## src/logic/arfs_pkg.sv

```systemverilog
// Package of the converter reference, flag and sequence control block.
// Assumes one 40 MHz clock shared with the bus and the conversion core.
package arfs_pkg;

    // ------------------------------------------------------------
    // Register indices; byte address is four times the index
    // ------------------------------------------------------------
    localparam logic [5:0] IDX_CONTROL_B = 6'h02;
    localparam logic [5:0] IDX_SEQ_STATUS = 6'h08;
    localparam logic [5:0] IDX_INPUT_SEL = 6'h09;
    localparam logic [5:0] IDX_REF_CTRL = 6'h0A;
    localparam logic [5:0] IDX_MASK_CLR = 6'h0C;
    localparam logic [5:0] IDX_MASK_SET = 6'h0D;
    localparam logic [5:0] IDX_INT_FLAGS = 6'h0E;
    localparam logic [5:0] IDX_RESULT = 6'h10;

    // ------------------------------------------------------------
    // Field positions and reset values
    // ------------------------------------------------------------
    localparam int REF_SEL_LSB = 0;
    localparam int REF_RANGE_LSB = 4;
    localparam int REF_BUF_BIT = 7;
    localparam logic [7:0] REF_CTRL_WMASK = 8'hB3;
    localparam int FLAG_RDY_BIT = 0;
    localparam int FLAG_OVR_BIT = 1;
    localparam int SEQ_ACT_BIT = 7;
    localparam logic [15:0] CONTROL_B_RST = 16'h0000;
    localparam logic [7:0] SEQ_STATUS_RST = 8'h00;
    localparam logic [7:0] INPUT_SEL_RST = 8'h00;
    localparam logic [7:0] REF_CTRL_RST = 8'h00;
    localparam logic [1:0] FLAGS_RST = 2'h0;
    localparam logic [1:0] MASK_RST = 2'h0;

    // ------------------------------------------------------------
    // Reference source codes
    // ------------------------------------------------------------
    localparam logic [1:0] REFSRC_BANDGAP = 2'h0;
    localparam logic [1:0] REFSRC_EXT_PIN = 2'h1;
    localparam logic [1:0] REFSRC_DAC = 2'h2;
    localparam logic [1:0] REFSRC_SUPPLY = 2'h3;

    // ------------------------------------------------------------
    // Carriers
    // ------------------------------------------------------------
    typedef struct packed {
        logic start;
        logic done;
        logic last;
        logic [11:0] result;
    } arfs_core_t;

    typedef struct packed {
        logic buf_on;
        logic [1:0] range;
        logic [1:0] sel;
    } arfs_ref_t;

    typedef struct packed {
        logic [15:0] control_b;
        logic [7:0] input_sel;
        logic [7:0] ref_ctrl;
        logic [1:0] flags;
        logic [1:0] mask;
        logic [11:0] result;
        logic unread;
        logic seq_act;
        logic [3:0] seq_ptr;
        logic [3:0] seq_cnt;
        logic wait_req;
        logic [31:0] rdata;
        logic irq;
    } arfs_state_t;

endpackage

```

## src/logic/arfs_top.sv

```systemverilog
// Reference control, result flags and sequence status of the converter.
// Assumes an Avalon-MM master on I_REF_CLK and a conversion core on the
// same clock that pulses start, done and last for one cycle each.
//
// Chosen here: register access over Avalon-MM.

module arfs_top
    import arfs_pkg::*;
(
    input wire logic I_REF_CLK,
    input wire logic I_SYS_RST,
    input wire logic [7:0] I_AVS_ADDRESS,
    input wire logic I_AVS_READ,
    input wire logic I_AVS_WRITE,
    input wire logic [31:0] I_AVS_WRITEDATA,
    input wire logic [3:0] I_AVS_BYTEENABLE,
    output logic [31:0] O_AVS_READDATA,
    output logic O_AVS_WAITREQUEST,
    input wire arfs_core_t I_CORE,
    output arfs_ref_t O_REF,
    output logic [15:0] O_CONTROL_B,
    output logic [7:0] O_INPUT_SEL,
    output logic O_IRQ
);

    // ------------------------------------------------------------
    // State
    // ------------------------------------------------------------
    arfs_state_t s_q;
    arfs_state_t s_d;
    logic req;
    logic acc;
    logic acc_wr;
    logic acc_rd;
    logic [5:0] idx;
    logic [7:0] wb0;
    logic [7:0] wb1;
    logic rd_result;
    logic [1:0] flag_set;
    logic [1:0] flag_clr;

    assign req = I_AVS_READ | I_AVS_WRITE;
    assign idx = I_AVS_ADDRESS[7:2];
    // Transfer completes at the edge where waitrequest is seen low
    assign acc = req & ~s_q.wait_req;
    assign acc_wr = acc & I_AVS_WRITE;
    assign acc_rd = acc & I_AVS_READ;
    assign wb0 = I_AVS_WRITEDATA[7:0];
    assign wb1 = I_AVS_WRITEDATA[15:8];
    assign rd_result = acc_rd & (idx == IDX_RESULT);

    // ------------------------------------------------------------
    // Next state
    // ------------------------------------------------------------
    always_comb begin
        s_d = s_q;
        flag_set = 2'h0;
        flag_clr = 2'h0;

        // One wait cycle, then a one-cycle answer
        if (req && s_q.wait_req) begin
            s_d.wait_req = 1'b0;
        end else begin
            s_d.wait_req = 1'b1;
        end

        if (req && s_q.wait_req) begin
            s_d.rdata = 32'h0000_0000;
            unique case (idx)
                IDX_CONTROL_B: s_d.rdata[15:0] = s_q.control_b;
                IDX_SEQ_STATUS: begin
                    s_d.rdata[SEQ_ACT_BIT] = s_q.seq_act;
                    s_d.rdata[3:0] = s_q.seq_ptr;
                end
                IDX_INPUT_SEL: s_d.rdata[7:0] = s_q.input_sel;
                IDX_REF_CTRL: s_d.rdata[7:0] = s_q.ref_ctrl;
                IDX_MASK_CLR,
                IDX_MASK_SET: s_d.rdata[1:0] = s_q.mask;
                IDX_INT_FLAGS: s_d.rdata[1:0] = s_q.flags;
                IDX_RESULT: s_d.rdata[11:0] = s_q.result;
                default: s_d.rdata = 32'h0000_0000;
            endcase
        end

        if (acc_wr && I_AVS_BYTEENABLE[0]) begin
            unique case (idx)
                IDX_CONTROL_B: s_d.control_b[7:0] = wb0;
                IDX_INPUT_SEL: s_d.input_sel = wb0;
                IDX_REF_CTRL: s_d.ref_ctrl = wb0 & REF_CTRL_WMASK;
                IDX_MASK_CLR: s_d.mask = s_q.mask & ~wb0[1:0];
                IDX_MASK_SET: s_d.mask = s_q.mask | wb0[1:0];
                IDX_INT_FLAGS: flag_clr = wb0[1:0];
                default: s_d.control_b = s_q.control_b;
            endcase
        end
        if (acc_wr && I_AVS_BYTEENABLE[1] && idx == IDX_CONTROL_B) begin
            s_d.control_b[15:8] = wb1;
        end

        if (rd_result) begin
            flag_clr[FLAG_RDY_BIT] = 1'b1;
            s_d.unread = 1'b0;
        end

        // New result from the core; a set beats a same-cycle clear
        if (I_CORE.done) begin
            s_d.result = I_CORE.result;
            s_d.unread = 1'b1;
            flag_set[FLAG_RDY_BIT] = 1'b1;
            flag_set[FLAG_OVR_BIT] = s_q.unread & ~rd_result;
        end
        s_d.flags = (s_q.flags & ~flag_clr) | flag_set;

        if (I_CORE.done && s_q.seq_act) begin
            s_d.seq_ptr = s_q.seq_cnt;
            s_d.seq_cnt = s_q.seq_cnt + 4'h1;
            if (I_CORE.last) begin
                s_d.seq_act = 1'b0;
            end
        end
        if (I_CORE.start) begin
            s_d.seq_act = 1'b1;
            s_d.seq_cnt = 4'h0;
        end

        s_d.irq = |(s_d.flags & s_d.mask);
    end

    // ------------------------------------------------------------
    // Registers
    // ------------------------------------------------------------
    always_ff @(posedge I_REF_CLK or posedge I_SYS_RST) begin
        if (I_SYS_RST) begin
            s_q.control_b <= CONTROL_B_RST;
            s_q.input_sel <= INPUT_SEL_RST;
            s_q.ref_ctrl <= REF_CTRL_RST;
            s_q.flags <= FLAGS_RST;
            s_q.mask <= MASK_RST;
            s_q.result <= 12'h000;
            s_q.unread <= 1'b0;
            s_q.seq_act <= SEQ_STATUS_RST[SEQ_ACT_BIT];
            s_q.seq_ptr <= SEQ_STATUS_RST[3:0];
            s_q.seq_cnt <= 4'h0;
            s_q.wait_req <= 1'b1;
            s_q.rdata <= 32'h0000_0000;
            s_q.irq <= 1'b0;
        end else begin
            s_q <= s_d;
        end
    end

    // ------------------------------------------------------------
    // Outputs
    // ------------------------------------------------------------
    assign O_AVS_READDATA = s_q.rdata;
    assign O_AVS_WAITREQUEST = s_q.wait_req;
    assign O_REF.buf_on = s_q.ref_ctrl[REF_BUF_BIT];
    assign O_REF.range = s_q.ref_ctrl[REF_RANGE_LSB +: 2];
    assign O_REF.sel = s_q.ref_ctrl[REF_SEL_LSB +: 2];
    assign O_CONTROL_B = s_q.control_b;
    assign O_INPUT_SEL = s_q.input_sel;
    assign O_IRQ = s_q.irq;

    logic ref_wr;
    logic flag_wr;
    assign ref_wr = acc_wr & I_AVS_BYTEENABLE[0] & (idx == IDX_REF_CTRL);
    assign flag_wr = acc_wr & I_AVS_BYTEENABLE[0] & (idx == IDX_INT_FLAGS);
    logic mask_set_wr;
    logic mask_clr_wr;
    logic ctl_hi_wr;
    assign mask_set_wr = acc_wr & I_AVS_BYTEENABLE[0]
        & (idx == IDX_MASK_SET);
    assign mask_clr_wr = acc_wr & I_AVS_BYTEENABLE[0]
        & (idx == IDX_MASK_CLR);
    assign ctl_hi_wr = acc_wr & I_AVS_BYTEENABLE[1]
        & (idx == IDX_CONTROL_B);
endmodule // arfs_top

```

## config.mk

```make
export PLATFORM = sky130hd
export DESIGN_NAME = arfs_top
export DESIGN_NICKNAME = d
export VERILOG_FILES = /design/src/logic/arfs_pkg.sv /design/src/logic/arfs_top.sv
export SDC_FILE = /design/constraint.sdc
export NUM_CORES = 1
export LEC_CHECK = 0
export BUFFER_PORTS_ARGS = -buffer_cell sky130_fd_sc_hd__buf_2
export CORE_ASPECT_RATIO = 1.5
export CORE_UTILIZATION = 45
export DETAILED_ROUTE_END_ITERATION = 6
export GPL_TIMING_DRIVEN = 0
export HOLD_SLACK_MARGIN = 0.05
export PLACE_DENSITY_LB_ADDON = 0.3
export SYNTH_ARGS = -nofsm -noshare
export SYNTH_HDL_FRONTEND = slang
export SYNTH_SLANG_ARGS = --single-unit
```

## constraint.sdc

```tcl
create_clock -name I_REF_CLK -period 2.1 [get_ports I_REF_CLK]
set_clock_uncertainty 0.1 [all_clocks]
set_input_delay 0.315 -clock I_REF_CLK [delete_from_list [all_inputs] [get_ports I_REF_CLK]]
set_output_delay 0.315 -clock I_REF_CLK [all_outputs]
set_load 0.005 [all_outputs]
```

==> impl_results.md <==
* Tightest Pin Transition at 728 ps
* Fin crit period at between 1500 and 2000 ps
* Die H at roughly 110 um
* Asr flop ratio synth at 100%
* Peak supply drop at 0.453 mV
* Max-cap violations at 0
* Final setup viols at 0
* Root Buffer: clkbuf_16
* Worst path max stage delay at between 500 and 600 ps
* Commonest non-fill, non-tap cell in the layout: buf_2
* Critical path arrival at roughly 2100 ps
* Buffers on Ports at 87
* Met2 GRT Util at 38.4%
* Via count at roughly 2700
* Ports at roughly 130
* Post-route core utilization at around 59%
* Setup TNS at 0 ps
* FILL cells at about 710
* Placed Cells at around 530
* Post-Route WL at between 8 and 9 mm
* Final ANT Viol Nets at 0
* Hold WS at 103 ps
* Worst setup margin at around 110 ps
* Tcrit/Tclk final at 94.7%
* Multi-input gate area at between 1000 and 1500 sq um
* Worst EP required at 2210 ps
* CTS tree: built
* Final instance area at approximately 4700 sq um
* DP HPWL at between 6 and 7 mm
* RSZ-0062 raised after global routing: no
* Slew margin rel. at 51.4%
* Die span in x at approximately 76 um
* Total gr overflow at 0
* Power Total at roughly 3.4 mW
* Post-synth EDFFs at 0
* CP Cell Sequence: and3b_1 > clkbuf_1 > nand2_1 > mux2_2
* Ys flop type: dfrtp_1
* Final Hold Fails at 0
* Seq/Total Area, Yosys at around half
* Drt wl/cell at roughly 15 um
* H-tree lvl count at 3
* Routed vias/inst at around 4.9
* Startpoint Class: register
* HP Class: in -> reg
* Area growth, synth to finish at 25.9%
* Commonest cells after routing, fill and taps aside: 92 x buf_2, 72 x dfrtp_1, 62 x buf_4
* Seq cells post-synth at between 70 and 80
* Leakage power at around 2.4 nW
* Layout cells sized above 1 at just over 50%
* Max Clock Freq at between 0.5 and 0.6 GHz
* Flip-flop and latch area at ~1800 sq um
* Slew Limit Fails at 0
* Post-DP Area at ~4400 sq um
* CP max FO at 8
* GR peak layer: met2
* DRT iter0 DRCs at 111
* Pwr/cell area at 726 nW/um^2
* Initial Util at a little under half
* Number of CTS-inserted buffers at 9
* Global-route met3 utilization at around 4.3%
* TritonRoute pass-1 iters at 4
* CP endpoint kind: register
* Vias in the first global route at between 2000 and 3000
* Fin nets at a little over 500
* Drt drc at 0
* Placement Rows at 40
* Global-route wire length before repair at around 14 mm
* Initial antenna violation count at 0
* Die ar. at approximately 8700 sq um
* Met1 usage at about 23%
* Setup Fix Bufs, Post-CTS at 0
* Crit path buf inv count at 1
* Clock latency on the worst-skew pair at ~330 ps
* Synth Warn # at 0
* Clock sinks at 73
* Largest net degree at the start of global routing at 44
* Outcome: complete, no violations
* Avg Inst Size Synth at 11.5 sq um
* Mapped Cells at between 300 and 400
* Critical path type: reg -> reg
* Dpl ws at -395 ps
* Slowest CP cell: dfstp_2
* Final Non-Filler Cells at between 500 and 600
* Ant. Diodes at 0
* CP top delay family: simple AND/OR/NAND/NOR gates
* Distinct cells, synth at 48
* Reg clk slew, reported paths at roughly 60 ps
* GRT Util Overall at about a fifth
* Global placement routability congestion at roughly 0.87
* Clock tree buffer depth at 2
* Mapped cell area at ~3700 sq um
* Core box area at between 8000 and 9000 sq um
## power by group
part	leakage, nW	internal (mW)	total, mW	switching [mW]
Combinational	1.33	0.189	0.364	0.175
Clock	0.145	0.952	1.52	0.570
Sequential	0.962	1.48	1.53	0.0498
Total	2.43	2.62	3.41	0.795
## layer usage
| layer | part of all wire, % | up-vias |
|---|---|---|
| met5 | 0 | - |
| met4 | 2.0 | 0 |
| met3 | 4.9 | 11 |
| met2 | 55 | 80 |
| met1 | 38 | 1294 |
| li1 | - | 1324 |
## Yosys cell counts, types with 3 or more instances
library cell | instances | area, sq um
nand4_1 | 6 | 37.5
o21ai_0 | 15 | 75.1
a22oi_1 | 5 | 37.5
a22o_1 | 5 | 43.8
dfrtp_1 | 72 | 1800
nor2_1 | 5 | 18.8
nand3_1 | 14 | 70.1
a21oi_1 | 3 | 15.0
clkbuf_1 | 9 | 33.8
mux2i_1 | 5 | 50.1
nor3_1 | 3 | 15.0
buf_4 | 62 | 465
nor2b_1 | 4 | 25.0
o2bb2ai_1 | 3 | 26.3
mux2_2 | 47 | 529
buf_2 | 5 | 25.0
nand2_1 | 22 | 82.6
## worst paths after layout
check	endpoint	slack, ps	from	cells past startpoint
min in group asynchronous	O_CONTROL_B[9]	530	I_SYS_RST	3
min	s_q[37]	100	I_CORE[14]	2
max	O_CONTROL_B[7]	110	O_AVS_WAITREQUEST	4
max reg2reg	O_CONTROL_B[7]	110	O_AVS_WAITREQUEST	4
min reg2reg	O_AVS_READDATA[9]	380	O_AVS_READDATA[9]	2
max in group asynchronous	O_AVS_WAITREQUEST	680	I_SYS_RST	4
## state kept, by name (all words and copies together), names as in the netlist
| register | cells |
|---|---|
| O_AVS_WAITREQUEST | 1 |
| O_INPUT_SEL | 8 |
| s_q | 26 |
| O_IRQ | 1 |
| O_AVS_READDATA | 16 |
| O_REF | 5 |
| O_CONTROL_B | 16 |
## timing repair
item                                    in CTS  in global routing
endpoints found under the setup margin       8                  0
gates resized for setup                      1                  0
hold buffers                                 1                  0
endpoints found under the hold margin       30                  0
## kinds of logic (layout without fill, tap and decap cells)
kind of cell	after synthesis	count (layout)	synth area share [%]
XOR/XNOR	2	2	0.469
multiplexers	52	52	15.5
buffers and inverters	78	183	14.2
adder cells (fa/ha/maj)	1	1	0.335
AND/OR/NAND/NOR	73	73	11.6
AO/OA/AOI/OAI	46	46	8.75
flip-flops	73	73	49.0
other	1	16	0.100
## area by class of cell
type                            instances  area share, %
Multi-Input combinational cell        190           30.5
Tap cell                              105           2.79
Timing Repair Buffer                   89           9.90
Buffer                                 77           11.2
Sequential cell                        73           38.9
Clock buffer                           10           5.08
Clock inverter                          6           1.44
Inverter                                1          0.160
Note: power is estimated with default switching activity, not from simulation.
